`src/shared/rdpm_pkg.sv`:
```
/*
 * rdpm_pkg: constants for the reset/debug pin mux block.
 * Assumes a single 25 MHz bus clock and a plain register port.
 */
`default_nettype none
package rdpm_pkg;
    localparam int unsigned CLK_HZ = 25_000_000;
    localparam logic [1:0] ADDR_SYSOPT = 2'h0;
    localparam logic [1:0] ADDR_PINSEL = 2'h1;
    localparam logic [1:0] ADDR_STATUS = 2'h2;
    localparam logic [1:0] ADDR_DBGTX = 2'h3;
    localparam int SYSOPT_RSTPIN_BIT = 0;
    localparam int SYSOPT_DBGPIN_BIT = 1;
    localparam logic [7:0] SYSOPT_RESET = 8'h02;
    localparam int PINSEL_TMRMAP_BIT = 0;
    localparam logic [7:0] PINSEL_RESET = 8'h00;
    localparam int unsigned DBG_BIT_CYCLES = 16;
    localparam int unsigned DBG_SPEEDUP_CYCLES = 1;
    localparam logic [3:0] DBG_CNT_LAST = 4'hF;
    // last count of the driven-low phase for a one bit and for a zero bit
    localparam logic [3:0] DBG_ONE_LOW_LAST = 4'h3;
    localparam logic [3:0] DBG_ZERO_LOW_LAST = 4'hC;
    localparam int NPINS = 8;
    typedef enum logic [1:0] {
        RDPM_DBG_IDLE = 2'b00,
        RDPM_DBG_LOW = 2'b01,
        RDPM_DBG_SPEEDUP = 2'b10,
        RDPM_DBG_REST = 2'b11
    } rdpm_dbg_state_t;
endpackage : rdpm_pkg
`default_nettype wire

```
`src/design/rdpm_top.sv`:
```
/*
 * rdpm_top: pin function selection for the reset/port pin, the debug/mode
 * pin, the port A general pins and the timer channel pins; includes a
 * small transmitter for one debug bit on the single-wire link.
 * Assumes: i_rst comes from the chip's reset generator (power-on or the
 * reset pin, after its own filtering); pad inputs are asynchronous.
 */
// Behaviour
// - after power-on reset the shared reset pin comes up as port_a_bit5 input.
// - setting reset_pin_enable makes the pin the active-low reset input.
// - once the reset function is on it stays on until the next reset.
// - a low level on the pin in reset role requests a whole-chip reset.
// - while reset_pin_enable is 1 the pin pullup is on.
// - during reset the debug pin is the mode-select strap and is sampled.
// - right after reset the debug pin becomes the debug line.
// - in strap or debug role the debug pin pullup is on.
// - clearing debug_pin_enable turns the debug pin into an output port.
// - a high strap at reset release selects normal run mode.
// - a low strap through reset selects active background mode.
// - each debug bit lasts 16 debug controller clocks.
// - the debug controller clock equals the bus clock.
// - the line is pseudo open drain with a brief driven-high speedup pulse.
// - after reset the other pins are inputs with pulls off.
// - timer channels 0 and 1 can be remapped onto port_a_bit0 and bit1.
`default_nettype none
module rdpm_top
    import rdpm_pkg::*;
(
    input wire logic i_ref_clk,
    input wire logic i_rst,
    input wire logic [1:0] i_addr,
    input wire logic [7:0] i_wdata,
    input wire logic i_wr,
    input wire logic i_rd,
    output logic [7:0] o_rdata,
    input wire logic i_rstpin_in,
    output logic o_rstpin_pullup,
    output logic o_ext_reset_req,
    output logic o_port_a_bit5,
    input wire logic i_dbg_in,
    output logic o_dbg_out,
    output logic o_dbg_oe,
    output logic o_dbg_pullup,
    input wire logic i_port_a_bit4_data,
    output logic o_background_mode,
    input wire logic [NPINS-1:0] i_port_dout,
    input wire logic [NPINS-1:0] i_port_dir,
    input wire logic [NPINS-1:0] i_port_pull,
    input wire logic i_tmr_ch0_out,
    input wire logic i_tmr_ch0_oe,
    input wire logic i_tmr_ch1_out,
    input wire logic i_tmr_ch1_oe,
    output logic [NPINS-1:0] o_pin_out,
    output logic [NPINS-1:0] o_pin_oe,
    output logic [NPINS-1:0] o_pin_pull
);
    // pins 0..3 are port A bits 0..3, pins 4 and 5 are the default
    // timer channel pins on port B
    logic [7:0] sysopt_q, sysopt_d;
    logic [7:0] pinsel_q, pinsel_d;
    logic rst_lock_q, rst_lock_d;
    logic strap_seen_q, strap_seen_d;
    logic bgnd_q, bgnd_d;
    logic [7:0] rdata_q, rdata_d;
    logic rs1_q, rs2_q, ds1_q, ds2_q;
    logic ext_req_q, ext_req_d;
    logic p5_q, p5_d;
    logic [NPINS-1:0] out_q, out_d, oe_q, oe_d, pull_q, pull_d;
    logic rpu_q, rpu_d, dpu_q, dpu_d, dout_q, dout_d, doe_q, doe_d;
    rdpm_dbg_state_t st_q, st_d;
    logic [3:0] cnt_q, cnt_d;
    logic txbit_q, txbit_d;
    logic [4:0] busy_len_q, busy_len_d;

    function automatic logic dbg_role(input logic [7:0] opt);
        dbg_role = opt[SYSOPT_DBGPIN_BIT];
    endfunction : dbg_role

    // synchronise pad levels before any logic looks at them
    always_ff @(posedge i_ref_clk) begin
        rs1_q <= i_rstpin_in;
        rs2_q <= rs1_q;
        ds1_q <= i_dbg_in;
        ds2_q <= ds1_q;
    end

    always_comb begin
        sysopt_d = sysopt_q;
        pinsel_d = pinsel_q;
        rst_lock_d = rst_lock_q;
        if (i_wr && i_addr == ADDR_SYSOPT) begin
            sysopt_d = i_wdata;
            // the reset role cannot be cleared by software
            sysopt_d[SYSOPT_RSTPIN_BIT] = i_wdata[SYSOPT_RSTPIN_BIT]
                                          | rst_lock_q;
            if (i_wdata[SYSOPT_RSTPIN_BIT])
                rst_lock_d = 1'b1;
        end else if (i_wr && i_addr == ADDR_PINSEL) begin
            pinsel_d = i_wdata;
        end
        rdata_d = 8'h00;
        if (i_rd) begin
            if (i_addr == ADDR_SYSOPT)
                rdata_d = sysopt_q;
            else if (i_addr == ADDR_PINSEL)
                rdata_d = pinsel_q;
            else if (i_addr == ADDR_STATUS)
                rdata_d = {4'h0, txbit_q, rs2_q, bgnd_q, rst_lock_q};
            else
                rdata_d = {6'h00, st_q};
        end
    end

    // strap capture: the strap level is held while reset is active, and
    // the first edge after release latches the mode
    always_comb begin
        strap_seen_d = strap_seen_q;
        bgnd_d = bgnd_q;
        if (!strap_seen_q) begin
            strap_seen_d = 1'b1;
            bgnd_d = ~ds2_q;
        end
    end

    // debug bit transmitter: one bit every 16 bus clocks
    always_comb begin
        st_d = st_q;
        cnt_d = cnt_q;
        txbit_d = txbit_q;
        case (st_q)
            RDPM_DBG_IDLE: begin
                if (i_wr && i_addr == ADDR_DBGTX && dbg_role(sysopt_q)) begin
                    txbit_d = i_wdata[0];
                    cnt_d = 4'h0;
                    st_d = RDPM_DBG_LOW;
                end
            end
            RDPM_DBG_LOW: begin
                cnt_d = cnt_q + 4'h1;
                if (cnt_q == (txbit_q ? DBG_ONE_LOW_LAST
                                      : DBG_ZERO_LOW_LAST))
                    st_d = RDPM_DBG_SPEEDUP;
            end
            RDPM_DBG_SPEEDUP: begin
                cnt_d = cnt_q + 4'h1;
                st_d = RDPM_DBG_REST;
            end
            RDPM_DBG_REST: begin
                cnt_d = cnt_q + 4'h1;
                if (cnt_q == DBG_CNT_LAST)
                    st_d = RDPM_DBG_IDLE;
            end
            default: st_d = RDPM_DBG_IDLE;
        endcase
    end

    // busy-cycle count for the bit length checks only; drives no pin
    always_comb begin
        busy_len_d = 5'h00;
        if (st_q != RDPM_DBG_IDLE)
            busy_len_d = busy_len_q + 5'h01;
    end

    always_ff @(posedge i_ref_clk) begin
        if (i_rst)
            busy_len_q <= 5'h00;
        else
            busy_len_q <= busy_len_d;
    end

    // pin ownership, highest priority alternate first
    always_comb begin
        ext_req_d = rst_lock_q & ~rs2_q;
        p5_d = rst_lock_q ? 1'b0 : rs2_q;
        rpu_d = sysopt_q[SYSOPT_RSTPIN_BIT];
        if (i_rst || !strap_seen_q || dbg_role(sysopt_q)) begin
            dpu_d = 1'b1;
            dout_d = 1'b0;
            doe_d = 1'b0;
            if (!i_rst && strap_seen_q) begin
                doe_d = (st_q == RDPM_DBG_LOW)
                        || (st_q == RDPM_DBG_SPEEDUP);
                dout_d = (st_q == RDPM_DBG_SPEEDUP);
            end
        end else begin
            dpu_d = 1'b0;
            dout_d = i_port_a_bit4_data;
            doe_d = 1'b1;
        end
        out_d = i_port_dout;
        oe_d = i_port_dir;
        pull_d = i_port_pull & ~i_port_dir;
        if (pinsel_q[PINSEL_TMRMAP_BIT]) begin
            out_d[0] = i_tmr_ch0_oe ? i_tmr_ch0_out : i_port_dout[0];
            oe_d[0] = i_tmr_ch0_oe | i_port_dir[0];
            out_d[1] = i_tmr_ch1_oe ? i_tmr_ch1_out : i_port_dout[1];
            oe_d[1] = i_tmr_ch1_oe | i_port_dir[1];
        end else begin
            out_d[4] = i_tmr_ch0_oe ? i_tmr_ch0_out : i_port_dout[4];
            oe_d[4] = i_tmr_ch0_oe | i_port_dir[4];
            out_d[5] = i_tmr_ch1_oe ? i_tmr_ch1_out : i_port_dout[5];
            oe_d[5] = i_tmr_ch1_oe | i_port_dir[5];
        end
    end

    always_ff @(posedge i_ref_clk) begin
        if (i_rst) begin
            sysopt_q <= SYSOPT_RESET;
            pinsel_q <= PINSEL_RESET;
            rst_lock_q <= 1'b0;
            strap_seen_q <= 1'b0;
            bgnd_q <= 1'b0;
            rdata_q <= 8'h00;
            ext_req_q <= 1'b0;
            p5_q <= 1'b0;
            out_q <= '0;
            oe_q <= '0;
            pull_q <= '0;
            rpu_q <= 1'b0;
            dpu_q <= 1'b1;
            dout_q <= 1'b0;
            doe_q <= 1'b0;
            st_q <= RDPM_DBG_IDLE;
            cnt_q <= 4'h0;
            txbit_q <= 1'b0;
        end else begin
            sysopt_q <= sysopt_d;
            pinsel_q <= pinsel_d;
            rst_lock_q <= rst_lock_d;
            strap_seen_q <= strap_seen_d;
            bgnd_q <= bgnd_d;
            rdata_q <= rdata_d;
            ext_req_q <= ext_req_d;
            p5_q <= p5_d;
            out_q <= out_d;
            oe_q <= oe_d;
            pull_q <= pull_d;
            rpu_q <= rpu_d;
            dpu_q <= dpu_d;
            dout_q <= dout_d;
            doe_q <= doe_d;
            st_q <= st_d;
            cnt_q <= cnt_d;
            txbit_q <= txbit_d;
        end
    end

    assign o_rdata = rdata_q;
    assign o_rstpin_pullup = rpu_q;
    assign o_ext_reset_req = ext_req_q;
    assign o_port_a_bit5 = p5_q;
    assign o_dbg_out = dout_q;
    assign o_dbg_oe = doe_q;
    assign o_dbg_pullup = dpu_q;
    assign o_background_mode = bgnd_q;
    assign o_pin_out = out_q;
    assign o_pin_oe = oe_q;
    assign o_pin_pull = pull_q;
endmodule : rdpm_top
`default_nettype wire

```
`config.mk`:
```
export PLATFORM = sky130hd
export DESIGN_NAME = rdpm_top
export DESIGN_NICKNAME = d
export VERILOG_FILES = /design/src/shared/rdpm_pkg.sv /design/src/design/rdpm_top.sv
export SDC_FILE = /design/constraint.sdc
export NUM_CORES = 1
export LEC_CHECK = 0
export BUFFER_PORTS_ARGS = -buffer_cell sky130_fd_sc_hd__buf_2
export CELL_PAD_IN_SITES_DETAIL_PLACEMENT = 1
export CELL_PAD_IN_SITES_GLOBAL_PLACEMENT = 2
export CORE_MARGIN = 3
export CORE_UTILIZATION = 28
export CTS_BUF_LIST = sky130_fd_sc_hd__clkbuf_8
export DETAILED_ROUTE_END_ITERATION = 6
export GPL_TIMING_DRIVEN = 0
export PLACE_DENSITY_LB_ADDON = 0.1
export SETUP_SLACK_MARGIN = 0.15
export SLEW_MARGIN = 20
export SYNTH_ARGS = -nofsm -noshare
export SYNTH_HDL_FRONTEND = slang
export SYNTH_SLANG_ARGS = --single-unit
```
`constraint.sdc`:
```
create_clock -name i_ref_clk -period 1.55 [get_ports i_ref_clk]
set_input_delay 0.2325 -clock i_ref_clk [delete_from_list [all_inputs] [get_ports i_ref_clk]]
set_output_delay 0.2325 -clock i_ref_clk [all_outputs]
set_load 0.01 [all_outputs]
```
After elaboration in Yosys (flattened, before gate mapping)
Cells that the tools add are included.
{"block": "op_classes", "n_eq_ne": 11, "n_addsub": 1, "mux": 24, "reduce_logical": 19, "n_div": 0, "bitwise": 12, "multipliers": 0, "order_cmp": 0, "n_shift": 0}
{"cell": "two-way mux 8 bit", "count": 2}
{"cell": "two-way mux 2 bit", "count": 7}
{"cell": "two-way mux 4 bit", "count": 3}
{"cell": "two-way mux 1 bit", "count": 10}
{"cell": "AND 8 bit", "count": 1}
{"cell": "== test 2 bit, second input constant", "count": 4}
{"cell": "inverter 8 bit", "count": 1}
{"cell": "one-hot mux 2 bit (4 select lines)", "count": 1}
{"cell": "one-hot mux 4 bit (2 select lines)", "count": 1}
{"cell": "!= test 2 bit, second input constant", "count": 3}
{"cell": "AND reduction 2 bit", "count": 3}
{"cell": "logical AND 1 bit", "count": 5}
{"cell": "bitwise OR 1 bit", "count": 5}
{"cell": "adder 4 x 1 -> 4 bit, second input constant", "count": 1}
{"cell": "== test 2 x 1 -> 1 bit, second input constant", "count": 2}
{"cell": "== test 4 bit", "count": 1}
{"cell": "== test 4 bit, second input constant", "count": 1}
{"cell": "zero test 2 bit", "count": 2}
{"cell": "inverter 1 bit", "count": 4}
{"cell": "OR reduction 2 bit", "count": 2}
{"cell": "logical OR 1 bit", "count": 3}
{"cell": "AND reduction 3 bit", "count": 1}
{"cell": "OR reduction 3 bit", "count": 1}
{"cell": "zero test 1 bit", "count": 2}
{"cell": "AND 1 bit", "count": 1}
{"block": "totals", "rom_bits": 0, "in_bits": 45, "latch_bits": 0, "out_inout_bits": 39, "reg_bits": 68, "wordCells": 89, "memories": 0, "ramBits": 0}

Longest topological paths before layout
{"block": "depth", "depth_word": 5, "mapped_depth": 6, "ltp_nobuf": 6}

Least setup slack after synthesis
Ideal clock, no wire load.
{"block": "synth_timing", "path_kind": "reg2reg", "startpoint": "register st_q[0]", "endpoint": "register st_q[0]", "t_arrival_ps": 1367, "stages_incl_launch_ff": 6, "required_ps": 1434, "setup_ps": 116, "path_slack_ps": 67, "period_less_slack_ps": 1483, "n_path_buf": 0, "cell_sequence": "dfxtp_1 > inv_1 > ha_1 > a22o_1 > a2111o_1 > o211a_1"}
{"block": "synth_between", "elab_chain_cells": 3, "elab_cells_between_ends": 9, "classes_between": "eq/ne (6); mux (1); reduce/logical (2)"}
{"element": "from (decl)", "line": "rdpm_top.sv:70", "text": "rdpm_dbg_state_t st_q, st_d;"}
{"element": "from (signal assigned)", "line": "rdpm_top.sv:242", "text": "st_q <= st_d;"}
{"element": "== test 2 bit (tied with other cells)", "line": "rdpm_top.sv:130", "text": "case (st_q)"}
{"element": "!= test 2 bit (no line)"}
{"element": "AND reduction 3 bit (no line)"}
Several ways; a longest one is shown, not always the timed one.
A chain may end at the register's enable or synchronous reset.

Final worst setup path
{"block": "layout_timing", "startpoint": "register cnt_q[0]", "endpoint": "register st_q[0]"}
{"block": "layout_between", "elab_chain_cells": 3, "elab_cells_between_ends": 5, "classes_between": "eq/ne (4); reduce/logical (1)"}
{"element": "from (decl)", "line": "rdpm_top.sv:71", "text": "logic [3:0] cnt_q, cnt_d;"}
{"element": "from (signal assigned)", "line": "rdpm_top.sv:243", "text": "cnt_q <= cnt_d;"}
{"element": "== test 4 bit, on equally long branches", "line": "rdpm_top.sv:150, rdpm_top.sv:140"}
{"element": "!= test 2 bit (no line)"}
{"element": "AND reduction 3 bit (no line) (*)"}
Every way passes the cells marked *; elsewhere a longest branch is shown, timed or not.

==> flow_metrics.env <==
export IMPL_numClockSinks=68
export IMPL_rsz0062_at_grt="true"
export IMPL_dpl_hpwl_mm=4.46
export IMPL_drive_above_1_share_pct=37.6
export IMPL_grt_max_degree=14
export IMPL_endpoint="st_q[0]"
export IMPL_worstPathArrival_ns=1.63
export IMPL_avgSynthCellArea_um2=10.4
export IMPL_ir_drop_mv=0.383
export IMPL_synth_cells=231
export IMPL_synth_cell_types=31
export IMPL_grt_total_usage_pct=13.1
export IMPL_via_count=1949
export IMPL_core_um2=8300
export IMPL_worstSetupPathType="register to register"
export IMPL_fin_ws_ns=0.149
export IMPL_crit_start="cnt_q[0]"
export IMPL_ant_nets=0
export IMPL_post_drt_wl_per_cell_um=13.8
export IMPL_postLayoutCoreUtil_pct=39.8
export IMPL_maxSlewHeadroom_pct=60.3
export IMPL_layout_min_cycle_time_ns=1.40
export IMPL_synth_seq_cells=68
export IMPL_fin_nets=386
export IMPL_hp_class="input pin to register"
export IMPL_crit_required_ns=1.78
export IMPL_fin_cells=445
export IMPL_grt_pass1_vias=2036
export IMPL_power_total_mw=4.16
export IMPL_fin_skew_ns=0.00804
export IMPL_layout_commonest_cell="buf_2"
export IMPL_clk_path_buf_depth=2
export IMPL_hold_violations=0
export IMPL_p_leak_nw=1.53
export IMPL_ys_warn_count=0
export IMPL_fmaxAchievable_ghz=0.714
export IMPL_ios=84
export IMPL_antenna_found_initial=0
export IMPL_portBuffers=82
export IMPL_num_antenna_cells=0
export IMPL_synth_area_um2=2410
export IMPL_finalSetupViolations=0
export IMPL_drtPass1Iterations=4
export IMPL_cp_max_fo=4
export IMPL_drt_iter0_markers=24
export IMPL_grt_pass1_wl_mm=9.87
export IMPL_post_place_cells=418
export IMPL_reg2reg_depth=3
export IMPL_die_w_um=98.7
export IMPL_drc_errors=0
export IMPL_initial_core_util_pct=29.0
export IMPL_outcome="completed"
export IMPL_syn_num_nets=282
export IMPL_overflow=0
export IMPL_numCtsBuffers=9
export IMPL_clkTransAtPathRegs_ns=0.08
export IMPL_h_tree_depth=3
export IMPL_num_rows=33
export IMPL_cts_tree="built"
export IMPL_cap_viol_max_count=0
export IMPL_clk_latency_ns=0.34
export IMPL_cp_start_kind="register"
export IMPL_period_share_pct=90.4
export IMPL_dieArea_um2=9750
export IMPL_root_buffer="clkbuf_8"
export IMPL_yosysSeqAreaShare_pct=56.5
export IMPL_end_kind="register"
export IMPL_syn2layout_area_growth_pct=37.0
export IMPL_worst_pin_slew_ns=0.595
export IMPL_rrSetupSlack_ns=0.15
export IMPL_cellPowerDensity_nw_per_um2=1260
export IMPL_place_ws_ns=-0.0262
export IMPL_gp_congestion=0.738
export IMPL_die_y_um=98.7
export IMPL_maxSlewViolCount=0
export IMPL_vias_per_cell=4.38
export IMPL_reg2reg_to="st_q[0]"
export IMPL_reg2reg_from="cnt_q[0]"
export IMPL_final_cell_mix="buf_2 (85), dfxtp_1 (61), nor2_1 (40)"
export IMPL_wirelength_mm=6.15
## worst min-delay path by stage
stage / startpoint / depth (start not counted) / slack, ns / to
finish: i_port_dir[7] / 2 / 0.05 / o_pin_pull[7]
global route: i_port_dir[7] / 2 / 0.03 / o_pin_pull[7]
CTS: i_port_dir[7] / 2 / 0.03 / o_pin_pull[7]
detailed placement: ds1_q / 0 / 0.32 / ds2_q
global placement: ds1_q / 0 / 0.31 / ds2_q
floorplan: i_dbg_in / 0 / 0.26 / ds1_q
## timing repair
item	CTS	global route
hold buffers	2	0
buffers inserted	7	2
setup endpoints to repair	3	3
resized for setup	13	1
hold endpoints to repair	2	0
pin swaps	3	3
## cells by family (layout without fill, tap and decap cells)
logic type | after synthesis | after routing | share of synthesized area, %
AO/OA/AOI/OAI | 23 | 23 | 5.92
adder cells (fa/ha/maj) | 6 | 6 | 3.12
buffers and inverters | 17 | 126 | 3.12
flip-flops | 68 | 68 | 56.5
multiplexers | 29 | 29 | 13.1
AND/OR/NAND/NOR | 88 | 88 | 18.2
## state kept, by name (all words and copies together), names as in the netlist, 2 cells and up
signal,flops
cnt_q,4
o_pin_oe,8
o_pin_out,8
o_pin_pull,8
o_rdata,8
pinsel_q,8
st_q,2
sysopt_q,8
## power by group
| part | total (mW) | switching (mW) | internal (mW) |
|---|---|---|---|
| Combinational | 0.760 | 0.369 | 0.391 |
| Sequential | 1.93 | 0.0675 | 1.86 |
| Clock | 1.47 | 0.722 | 0.751 |
## cell usage after synthesis (all sizes together)
master  count  area share (%)
dfxtp      68              57
nor2       40             6.2
mux2i      27              11
a21oi      13             2.7
nand2      12             1.9
nor2b      10             2.6
nor3b      10             3.1
buf         6             1.4
ha          6             3.1
inv         6            0.93
clkbuf      4            0.62
nand3       4            0.83
a31oi       3            0.78
and3        3            0.78
mux4        2             1.9
nand3b      2            0.62
nand4       2            0.78
o21ai       2            0.42
or2         2            0.52
a2111o      1            0.47
a211oi      1            0.31
a22o        1            0.36
and2        1            0.26
clkinv      1            0.16
nand2b      1            0.26
o211a       1            0.42
o41a        1            0.47
or3b        1            0.36
## worst max-delay path, cell delays in order, from the launching register on
cell and delay, ns:
dfxtp_4 0.37, o41a_1 0.43, a2111o_1 0.37, o211a_1 0.13
## cell type report
cell class                      count  area (um2)
Fill cell                         992        5000
Sequential cell                    68        1380
Multi-Input combinational cell    146        1010
Timing Repair Buffer               93         498
Tap cell                          105         131
Clock buffer                        9         124
Clock inverter                      7        76.3
Buffer                             10        48.8
Inverter                            7        31.3
## metrics by stage
stage | hold slack, ns | setup TNS (ns) | area (um2)
floorplan | 0.260 | 0 | 2420
global placement | 0.312 | -0.0668 | 2960
detailed placement | 0.317 | -0.184 | 2960
CTS | 0.0296 | 0 | 3280
global route | 0.0277 | 0 | 3300
finish | 0.0521 | 0 | 3300
## metal layers
metal  track usage, %  part of all wire [%]
met2             21.5                    49
met4             4.73                   1.3
met1             15.3                    44
met5                0                     0
met3             5.31                   5.7
Note: power is estimated with default switching activity, not from simulation.
